==> src/logic/tptu_defines.vh <==
// Notes on behaviour
// half-period value counts clocks per half
// half-period register is sixteen bits wide
// software never writes half-period zero or one
// one ten-bit dead-time register for all
// dead time is value times two clocks
// complementary turns on after dead time
// zero dead-time value inserts no gap
// control bit two selects double update
// period-start sync loads all timing values
// sync also latches the output-enable register
// double mode adds midpoint sync and load
// status bit zero marks second half
// duty registers give high-side half-period on time
// timing outputs are active high
// single mode repeats values both halves
// dead time shifts both edges away
// each channel gives complementary center pair
// interrupt request pulses on every sync
// each edge moves by dead-time value
// idle until period and duties written
// counter steps each clock, syncs at boundaries
`ifndef TPTU_DEFINES_VH
`define TPTU_DEFINES_VH
// register indices on the plain register port
`define TPTU_ADDR_W 3
`define TPTU_IDX_HALF 3'h0
`define TPTU_IDX_DEAD 3'h1
`define TPTU_IDX_DUTY_A 3'h2
`define TPTU_IDX_DUTY_B 3'h3
`define TPTU_IDX_DUTY_C 3'h4
`define TPTU_IDX_CTRL 3'h5
`define TPTU_IDX_STATUS 3'h6
`define TPTU_IDX_OUTEN 3'h7
// widths
`define TPTU_DATA_W 16
`define TPTU_DEAD_W 10
`define TPTU_OUTEN_W 9
`define TPTU_CMP_W 18
// field positions
`define TPTU_CTRL_DOUBLE_BIT 2
`define TPTU_STAT_HALF_BIT 0
// reset values
`define TPTU_RST_16 16'h0000
`define TPTU_RST_DEAD 10'h000
`define TPTU_RST_OUTEN 9'h000
`define TPTU_ONE_16 16'h0001
`endif

==> src/logic/tptu_timing.v <==
// Implementation choices: the strobed register port and the register offsets.
`timescale 1ns/1ps
`default_nettype none
`include "tptu_defines.vh"

// one complementary, center-based output pair
module tptu_channel (
	input wire mclk,
	input wire reset,
	input wire running,
	input wire [`TPTU_DATA_W-1:0] edgeDist,
	input wire [`TPTU_DATA_W-1:0] halfCount,
	input wire [`TPTU_DATA_W-1:0] dutyCount,
	input wire [`TPTU_DEAD_W-1:0] deadCount,
	output reg highSide,
	output reg lowSide
);
	wire [`TPTU_CMP_W-1:0] posPlusDuty;
	wire [`TPTU_CMP_W-1:0] halfPlusDead;
	wire [`TPTU_CMP_W-1:0] lowLimit;
	wire highOn;
	wire lowOn;

	// compare terms widened so no sum overflows
	// duty sets high on time
	assign posPlusDuty = {2'b00, edgeDist} + {2'b00, dutyCount};
	// dead value per edge
	assign halfPlusDead = {2'b00, halfCount} + {8'h00, deadCount};
	assign lowLimit = posPlusDuty + {8'h00, deadCount};
	// both edges shifted by dead value
	assign highOn = (posPlusDuty >= halfPlusDead);
	// low waits dead time, zero gives none
	assign lowOn = (lowLimit < {2'b00, halfCount});

	// registered drive, both off while idle
	always @(posedge mclk or posedge reset) begin
		if (reset) begin
			highSide <= 1'b0;
			lowSide <= 1'b0;
		end else begin
			// high level turns switch on
			highSide <= running & highOn;
			lowSide <= running & lowOn;
		end
	end
endmodule // tptu_channel

module tptu_timing (
	input wire mclk,
	input wire reset,
	input wire [`TPTU_ADDR_W-1:0] regAddr,
	input wire [`TPTU_DATA_W-1:0] regWriteData,
	input wire regWrite,
	input wire regRead,
	output reg [`TPTU_DATA_W-1:0] regReadData,
	output wire phaseAHigh,
	output wire phaseALow,
	output wire phaseBHigh,
	output wire phaseBLow,
	output wire phaseCHigh,
	output wire phaseCLow,
	output reg periodSyncPulse,
	output reg syncIrq,
	output reg [`TPTU_OUTEN_W-1:0] latchedEnable,
	output reg secondHalf
);
	// software-visible registers
	reg [`TPTU_DATA_W-1:0] halfPeriodCount_reg;
	reg [`TPTU_DEAD_W-1:0] deadTimeCount_reg;
	reg [`TPTU_DATA_W-1:0] dutyPhaseA_reg;
	reg [`TPTU_DATA_W-1:0] dutyPhaseB_reg;
	reg [`TPTU_DATA_W-1:0] dutyPhaseC_reg;
	reg doubleUpdate_reg;
	reg [`TPTU_OUTEN_W-1:0] outputEnable_reg;
	// written-once flags for start-up
	reg halfWritten_reg;
	reg dutyAWritten_reg;
	reg dutyBWritten_reg;
	reg dutyCWritten_reg;
	// shadow copies used by the timing unit
	reg [`TPTU_DATA_W-1:0] halfShadow_reg;
	reg [`TPTU_DEAD_W-1:0] deadShadow_reg;
	reg [`TPTU_DATA_W-1:0] dutyAShadow_reg;
	reg [`TPTU_DATA_W-1:0] dutyBShadow_reg;
	reg [`TPTU_DATA_W-1:0] dutyCShadow_reg;
	// period counter state
	reg [`TPTU_DATA_W-1:0] edgeDist_reg;
	reg wasRunning_reg;
	reg syncNext;
	reg loadNext;

	wire running;
	wire startPeriod;
	wire atMidpoint;
	wire atEnd;
	wire [`TPTU_DATA_W-1:0] halfLast;
	wire [`TPTU_DATA_W-1:0] newHalfLast;

	// timers held until all four written
	assign running = halfWritten_reg & dutyAWritten_reg & dutyBWritten_reg & dutyCWritten_reg;
	assign startPeriod = running & ~wasRunning_reg;
	assign halfLast = halfShadow_reg - `TPTU_ONE_16;
	assign newHalfLast = halfPeriodCount_reg - `TPTU_ONE_16;
	// boundaries of each half
	assign atMidpoint = wasRunning_reg & ~secondHalf & (edgeDist_reg == halfLast);
	assign atEnd = wasRunning_reg & secondHalf & (edgeDist_reg == `TPTU_RST_16);

	// register writes and written-once tracking
	always @(posedge mclk or posedge reset) begin
		if (reset) begin
			halfPeriodCount_reg <= `TPTU_RST_16;
			deadTimeCount_reg <= `TPTU_RST_DEAD;
			dutyPhaseA_reg <= `TPTU_RST_16;
			dutyPhaseB_reg <= `TPTU_RST_16;
			dutyPhaseC_reg <= `TPTU_RST_16;
			doubleUpdate_reg <= 1'b0;
			outputEnable_reg <= `TPTU_RST_OUTEN;
			halfWritten_reg <= 1'b0;
			dutyAWritten_reg <= 1'b0;
			dutyBWritten_reg <= 1'b0;
			dutyCWritten_reg <= 1'b0;
		end else if (regWrite) begin
			case (regAddr)
				`TPTU_IDX_HALF: begin
					// full sixteen-bit range
					halfPeriodCount_reg <= regWriteData;
					halfWritten_reg <= 1'b1;
				end
				`TPTU_IDX_DEAD: begin
					// single shared dead value
					deadTimeCount_reg <= regWriteData[`TPTU_DEAD_W-1:0];
				end
				`TPTU_IDX_DUTY_A: begin
					dutyPhaseA_reg <= regWriteData;
					dutyAWritten_reg <= 1'b1;
				end
				`TPTU_IDX_DUTY_B: begin
					dutyPhaseB_reg <= regWriteData;
					dutyBWritten_reg <= 1'b1;
				end
				`TPTU_IDX_DUTY_C: begin
					dutyPhaseC_reg <= regWriteData;
					dutyCWritten_reg <= 1'b1;
				end
				`TPTU_IDX_CTRL: begin
					// update mode select
					doubleUpdate_reg <= regWriteData[`TPTU_CTRL_DOUBLE_BIT];
				end
				`TPTU_IDX_OUTEN: begin
					outputEnable_reg <= regWriteData[`TPTU_OUTEN_W-1:0];
				end
				default: begin
					halfWritten_reg <= halfWritten_reg;
				end
			endcase
		end
	end

	// read data one cycle after the strobe
	always @(posedge mclk or posedge reset) begin
		if (reset) begin
			regReadData <= `TPTU_RST_16;
		end else if (regRead) begin
			case (regAddr)
				`TPTU_IDX_HALF: regReadData <= halfPeriodCount_reg;
				`TPTU_IDX_DEAD: regReadData <= {6'h00, deadTimeCount_reg};
				`TPTU_IDX_DUTY_A: regReadData <= dutyPhaseA_reg;
				`TPTU_IDX_DUTY_B: regReadData <= dutyPhaseB_reg;
				`TPTU_IDX_DUTY_C: regReadData <= dutyPhaseC_reg;
				`TPTU_IDX_CTRL: regReadData <= {13'h0000, doubleUpdate_reg, 2'b00};
				// half-cycle status
				`TPTU_IDX_STATUS: regReadData <= {15'h0000, secondHalf};
				`TPTU_IDX_OUTEN: regReadData <= {7'h00, outputEnable_reg};
				default: regReadData <= `TPTU_RST_16;
			endcase
		end
	end

	// sync and load decision for this cycle
	always @* begin
		syncNext = 1'b0;
		loadNext = 1'b0;
		// start of period syncs and loads
		if (startPeriod || atEnd) begin
			syncNext = 1'b1;
			loadNext = 1'b1;
		end
		// extra midpoint sync in double mode
		if (atMidpoint && doubleUpdate_reg) begin
			syncNext = 1'b1;
			loadNext = 1'b1;
		end
	end

	// period counter, half flag and sync pulse
	always @(posedge mclk or posedge reset) begin
		if (reset) begin
			edgeDist_reg <= `TPTU_RST_16;
			secondHalf <= 1'b0;
			wasRunning_reg <= 1'b0;
			periodSyncPulse <= 1'b0;
			syncIrq <= 1'b0;
		end else begin
			wasRunning_reg <= running;
			periodSyncPulse <= syncNext;
			// interrupt request on every sync
			syncIrq <= syncNext;
			// one step per clock, reverse at midpoint
			if (startPeriod || atEnd) begin
				edgeDist_reg <= `TPTU_RST_16;
				secondHalf <= 1'b0;
			end else if (atMidpoint) begin
				// status set for second half
				secondHalf <= 1'b1;
				edgeDist_reg <= loadNext ? newHalfLast : halfLast;
			end else if (wasRunning_reg && secondHalf) begin
				edgeDist_reg <= edgeDist_reg - `TPTU_ONE_16;
			end else if (wasRunning_reg) begin
				edgeDist_reg <= edgeDist_reg + `TPTU_ONE_16;
			end
		end
	end

	// shadow load on each sync
	always @(posedge mclk or posedge reset) begin
		if (reset) begin
			halfShadow_reg <= `TPTU_RST_16;
			deadShadow_reg <= `TPTU_RST_DEAD;
			dutyAShadow_reg <= `TPTU_RST_16;
			dutyBShadow_reg <= `TPTU_RST_16;
			dutyCShadow_reg <= `TPTU_RST_16;
			latchedEnable <= `TPTU_RST_OUTEN;
		end else if (loadNext) begin
			// held for both halves in single mode
			halfShadow_reg <= halfPeriodCount_reg;
			deadShadow_reg <= deadTimeCount_reg;
			dutyAShadow_reg <= dutyPhaseA_reg;
			dutyBShadow_reg <= dutyPhaseB_reg;
			dutyCShadow_reg <= dutyPhaseC_reg;
			// enables latched at sync
			latchedEnable <= outputEnable_reg;
		end
	end

	// three complementary channels
	tptu_channel channelA (
		.mclk(mclk),
		.reset(reset),
		.running(wasRunning_reg),
		.edgeDist(edgeDist_reg),
		.halfCount(halfShadow_reg),
		.dutyCount(dutyAShadow_reg),
		.deadCount(deadShadow_reg),
		.highSide(phaseAHigh),
		.lowSide(phaseALow)
	);

	tptu_channel channelB (
		.mclk(mclk),
		.reset(reset),
		.running(wasRunning_reg),
		.edgeDist(edgeDist_reg),
		.halfCount(halfShadow_reg),
		.dutyCount(dutyBShadow_reg),
		.deadCount(deadShadow_reg),
		.highSide(phaseBHigh),
		.lowSide(phaseBLow)
	);

	tptu_channel channelC (
		.mclk(mclk),
		.reset(reset),
		.running(wasRunning_reg),
		.edgeDist(edgeDist_reg),
		.halfCount(halfShadow_reg),
		.dutyCount(dutyCShadow_reg),
		.deadCount(deadShadow_reg),
		.highSide(phaseCHigh),
		.lowSide(phaseCLow)
	);
endmodule // tptu_timing

`default_nettype wire

==> config.mk <==
export PLATFORM = sky130hd
export DESIGN_NAME = tptu_timing
export DESIGN_NICKNAME = d
export VERILOG_FILES = /design/src/logic/tptu_timing.v
export VERILOG_INCLUDE_DIRS = /design/src /design/src/logic
export SDC_FILE = /design/constraint.sdc
export NUM_CORES = 1
export LEC_CHECK = 0
export ABC_CLOCK_PERIOD_IN_PS = 17400
export CORE_MARGIN = 5
export CORE_UTILIZATION = 65
export DETAILED_ROUTE_END_ITERATION = 7
export DONT_BUFFER_PORTS = 1
export PLACE_DENSITY = 0.77
export SYNTH_ARGS = -nofsm -noshare
export SYNTH_HDL_FRONTEND = slang
export SYNTH_SLANG_ARGS = --single-unit
==> constraint.sdc <==
create_clock -name mclk -period 17.4 [get_ports mclk]
set_clock_uncertainty 0.05 [all_clocks]
set_input_delay 4.35 -clock mclk [delete_from_list [all_inputs] [get_ports mclk]]
set_output_delay 4.35 -clock mclk [all_outputs]
set_load 0.03 [all_outputs]
======== Word level (Yosys, flattened, before mapping) ========
Index checks and enable logic that the tools add are counted.
W data, S select, Z words.
word-level totals
  bits in registers ....................... 212
  bits in latches ......................... 0
  RAM bits ................................ 0
  ROM bits ................................ 0
  input bits .............................. 23
  output and inout bits ................... 34
  word-level logic and storage cells ...... 93
  memories kept ........................... 0
cells by class
  add/sub/neg operators ................... 11
  $mul .................................... 0
  div/mod/pow operators ................... 0
  order comparisons ....................... 6
  eq/ne operators ......................... 8
  shift operators ......................... 0
  multiplexer cells ....................... 10
  bitwise logic cells ..................... 16
  reduce and logical (&&, ||, !) cells .... 14
operator list
  kind                     count
  $pmux W16 S8             1
  $mux W16                 5
  $add A18 B10 Y18         3
  $ge A18 B18 Y1           3
  $lt A18 B16 Y1           3
  $add A16 B16 Y17         3
  $sub A16 B1 Y16 const B  3
  $add A16 B10 Y17         1
  $add A16 B1 Y16 const B  1
  $eq A16 B16 Y1           1
  $logic_not A16 Y1        1
  $and A1 B1 Y1            14
  $reduce_and A2 Y1        7
  $eq A3 B3 Y1 const B     4
  $eq A3 B2 Y1 const B     2
  $mux W1                  4
  $reduce_bool A4 Y1       1
  $eq A3 B1 Y1 const B     1
  $logic_not A3 Y1         1
  $logic_and A1 B1 Y1      2
  $not A1 Y1               2
  $reduce_bool A2 Y1       1
  $logic_or A1 B1 Y1       1

======== Depth between registers and ports, before layout ========
  depth in word-level cells ............... 10
  mapped depth ............................ 25
  mapped depth without buffers ............ 25

======== By module ========
A second synthesis with hierarchy kept.
second synthesis, totals
  cell total of the unflattened synthesis .. 1903
  area total of the unflattened synthesis .. 18541.5 um^2
modules (own cells, without submodules)
  module                       times used  cells an instance  area an instance (um^2)  sequential area each (um^2)
  tptu_timing                  1           889                10631.4                  5154.9
  tptu_channel (channelB ...)  2           328                2612.5                   50.0
  tptu_channel (channelA)      1           358                2685.1                   50.0

======== Worst setup path after synthesis ========
No wires, ideal clock.
  path type ............................... in2reg
  start point ............................. in regAddr[1]
  end point ............................... reg halfPeriodCount_reg[13]
  setup time .............................. 125 ps
  arrival ................................. 5997 ps
  required time ........................... 17225 ps
  slack ................................... 11228 ps
  stages .................................. 4
  buffers on the path ..................... 2
  cells stage by stage .................... clkbuf_1 -> nor3_1 -> clkbuf_1 -> mux2_2
on the way
  longest elaborated chain between the ends .. 2
RTL lines
  element                             RTL line           text
  from (decl)                         tptu_timing.v:51   input wire [`TPTU_ADDR_W-1:0] regAddr,
  $logic_not A3 Y1                    tptu_timing.v:123  case (regAddr)
  $reduce_and A2 Y1 (no source line)  -
  to (signal assigned)                tptu_timing.v:111  halfPeriodCount_reg <= `TPTU_RST_16;
  to (signal assigned)                tptu_timing.v:126  halfPeriodCount_reg <= regWriteData;
  to (decl)                           tptu_timing.v:68   reg [`TPTU_DATA_W-1:0] halfPeriodCount_reg;
Every way passes these cells.
A chain may end at the register's enable or synchronous reset.

======== Final worst setup path ========
  start point ............................. reg edgeDist_reg[0]
  end point ............................... reg channelB.lowSide
on the way
  longest elaborated chain between the ends .. 4
RTL lines
  element                 RTL line           text
  from (decl)             tptu_timing.v:87   reg [`TPTU_DATA_W-1:0] edgeDist_reg;
  from (signal assigned)  tptu_timing.v:198  edgeDist_reg <= `TPTU_RST_16;
  from (signal assigned)  tptu_timing.v:210  edgeDist_reg <= `TPTU_RST_16;
  from (signal assigned)  tptu_timing.v:215  edgeDist_reg <= loadNext ? newHalfLast : halfLast;
  $add A16 B16 Y17        tptu_timing.v:26   assign posPlusDuty = {2'b00, edgeDist} + {2'b00, dutyCount};
  $add A18 B10 Y18        tptu_timing.v:29   assign lowLimit = posPlusDuty + {8'h00, deadCount};
  $lt A18 B16 Y1          tptu_timing.v:33   assign lowOn = (lowLimit < {2'b00, halfCount});
  $and A1 B1 Y1           tptu_timing.v:43   lowSide <= running & lowOn;
  to (signal assigned)    tptu_timing.v:43
  to (decl)               tptu_timing.v:16   output reg lowSide
Every way passes these cells.

==> impl_metrics.env <==
export IMPL_reg2reg_to="channelB.lowSide"
export IMPL_die_h_um=172
export IMPL_yosysSeqAreaShare_pct=31.3
export IMPL_routed_via_density=6.64
export IMPL_area_growth_syn_to_layout_pct=5.60
export IMPL_nets=1926
export IMPL_wl_per_cell_um=22.8
export IMPL_synth_distinct_cells=79
export IMPL_slowest_stage="o41ai_1"
export IMPL_min_from="dutyBWritten_reg"
export IMPL_io_pins=57
export IMPL_drt_iter0_drc=1103
export IMPL_cp_cell_sequence="ha_1 -> inv_1 -> fa_1 -> nor2b_1 -> o31ai_1 -> a21boi_0 -> ha_1 -> nand2_1 -> o21ai_0 -> o41ai_1 -> o21ai_0 -> o21ai_0 -> xnor2_1 -> ha_1 -> a21oi_1 -> nor2b_1 -> o21ai_0 -> a21boi_0 -> o21a_1 -> a2111oi_0 -> nand3_1 -> mux2i_1"
export IMPL_syn_num_nets=1949
export IMPL_min_to="dutyBWritten_reg"
export IMPL_cts_clk_slew_worst_paths_ns=0.07
export IMPL_whs_path_depth=1
export IMPL_antenna_found_initial=0
export IMPL_final_common_cell="dfrtp_1"
export IMPL_clk_latency_ns=0.53
export IMPL_ys_top_cells_by_area="dfrtp_1 (31%), ha_1 (15%), mux2_2 (8.6%)"
export IMPL_postCtsSetupBuffers=0
export IMPL_dp_hpwl_um=36100
export IMPL_synth_edff_count=0
export IMPL_coreArea_um2=25800
export IMPL_cts_max_path_buffers=3
export IMPL_die_area_um2=29400
export IMPL_ff2ff_path_depth=22
export IMPL_final_cells=2044
export IMPL_synth_area_um2=17000
export IMPL_fillers=1969
export IMPL_syn_inst=1715
export IMPL_critPathRequiredTime_ns=17.80
export IMPL_finalCritPeriodShare_pct=35.4
export IMPL_h_tree_depth=1
export IMPL_multiInputGateArea_um2=11100
export IMPL_synth_seq_cells=212
export IMPL_status="completed"
export IMPL_synth_warnings=0
export IMPL_drt_wl_total_um=46500
export IMPL_finalSetupTns_ns=0
export IMPL_layout_common_cells="dfrtp_1 (212), ha_1 (203), mux2_2 (130)"
export IMPL_rows=59
export IMPL_relSlewSlack_pct=14.6
export IMPL_max_stage_delay_ns=0.71
export IMPL_grt_pass1_wl_um=73300
export IMPL_seq_area_um2=5310
export IMPL_cp_max_fo=9
export IMPL_yosysTopAreaCell="dfrtp_1"
export IMPL_firstDrtPassIters=5
export IMPL_track_usage_pct=31.5
export IMPL_cts_made_buffers=24
export IMPL_die_w_um=172
export IMPL_maxCapViolCount=0
export IMPL_globalRouteOverflowTotal=0
export IMPL_portBuffers=0
export IMPL_start_util_pct=65.6
export IMPL_r2r_start="edgeDist_reg[0]"
export IMPL_synthFlopType="dfrtp_1"
export IMPL_avgSynthCellArea_um2=9.89
export IMPL_async_reset_ff_share_pct=100
export IMPL_fmax_mhz=162
export IMPL_arrival_ns=6.57
export IMPL_cts_tree="done"
export IMPL_layout_drive_gt1_share_pct=14.0
export IMPL_min_period_ns=6.16
export IMPL_cts_hold_buf=0
export IMPL_placed_cells=2001
export IMPL_setup_viol=0
export IMPL_post_route_drc_count=0
export IMPL_report_final_slew_viol_count=0
export IMPL_grt_pass1_vias=13600
export IMPL_ant_nets=0
export IMPL_grt_max_degree=92
export IMPL_cts_sinks=212
export IMPL_place_congestion=0.961
export IMPL_hold_violations=0
export IMPL_num_vias=13600
export IMPL_root_buffer="clkbuf_16"
export IMPL_ctsResizeCount=0
export IMPL_critical_path_class="reg2reg"
export IMPL_num_antenna_cells=0
export IMPL_startpoint_type="flip-flop"
export IMPL_cpMostUsedCell="o21ai_0"
export IMPL_r2r_slack_ns=11.24
export IMPL_cp_end_kind="flip-flop"
export IMPL_yosysTopAreaCellShare_pct=31.3
export IMPL_rsz0062_at_grt="false"
export IMPL_worstHoldPathType="reg2reg"
export IMPL_tightest_slew_ns=1.28
==> cells in the mapped netlist (10+ instances only) <==
master,n
xor2_1,35
o21bai_1,11
o21ai_0,113
a31oi_1,18
o211ai_1,11
ha_1,203
nor4_1,18
a211oi_1,15
nor2_1,101
mux2_2,130
mux2_4,40
nor3_1,36
nand3_1,38
a22oi_1,23
or3_1,12
nand2_1,84
mux2i_1,10
and3_1,12
nor2b_1,26
nand2b_1,19
nand4_1,12
clkbuf_1,35
inv_1,76
xnor2_1,103
a21oi_1,89
dfrtp_1,212
a21o_1,48
o21a_1,16
==> per-layer routing <==
metal | vias to the layer above | share of wire (%) | track usage, %
li1 | 6276 | - | -
met1 | 6666 | 43 | 43.4
met2 | 517 | 46 | 51.6
met3 | 107 | 7.6 | 4.85
met4 | 0 | 3.2 | 9.82
met5 | - | 0 | 0
==> final cells by class <==
class / instances / share of cell area (%)
multi-input cells: 1370 / 61.7
clock inverters: 8 / 0.349
clock buffers: 35 / 3.98
repair buffers: 8 / 0.335
well taps: 335 / 2.34
inverters: 76 / 1.64
flip-flops and latches: 212 / 29.6
==> stage by stage <==
stage	setup WS [ns]	hold WS, ns	util (%)	instance area, um2
after CTS	11.35	0.416	69.3	17900
final	11.24	0.416	69.3	17900
after detailed placement	11.10	0.400	66.3	17100
after global placement	11.16	0.393	66.3	17100
after floorplan	7.21	0.376	-	17000
after global routing	10.73	0.424	69.3	17900
==> worst max path at each step <==
stage,slack (ns),to,startpoint,depth (start not counted)
finish,11.24,channelB.lowSide,edgeDist_reg[0],22
global route,10.73,channelB.lowSide,edgeDist_reg[0],22
CTS,11.35,channelB.lowSide,edgeDist_reg[0],22
detailed placement,11.10,dutyPhaseC_reg[7],regAddr[1],3
global placement,11.16,dutyPhaseC_reg[13],regAddr[1],3
floorplan,7.21,channelA.highSide,reset,1
==> cell families (layout without fill, tap and decap cells) <==
group | count (synthesis) | in the layout | share of synthesized area [%]
compound gates | 431 | 431 | 16.5
xor+xnor | 141 | 141 | 7.53
fa+ha+maj | 211 | 211 | 15.9
buf+inv | 133 | 127 | 3.59
flops | 212 | 212 | 31.3
mux | 180 | 180 | 12.8
simple gates | 407 | 407 | 12.4
==> critical path: cells and delay by family (launching register included) <==
kind | cells | cell delay, ns
AOI/OAI and AO/OA | 11 | 3.66
xor gates and xnor gates | 1 | 0.16
DFF | 1 | 0.54
adders and majority gates | 4 | 1.12
muxes | 1 | 0.15
buffers and inverters | 1 | 0.07
and+or+nand+nor | 4 | 0.37
Power is not shown: default switching activity piles up to over one toggle a cycle in this logic, so the estimate is an artifact.
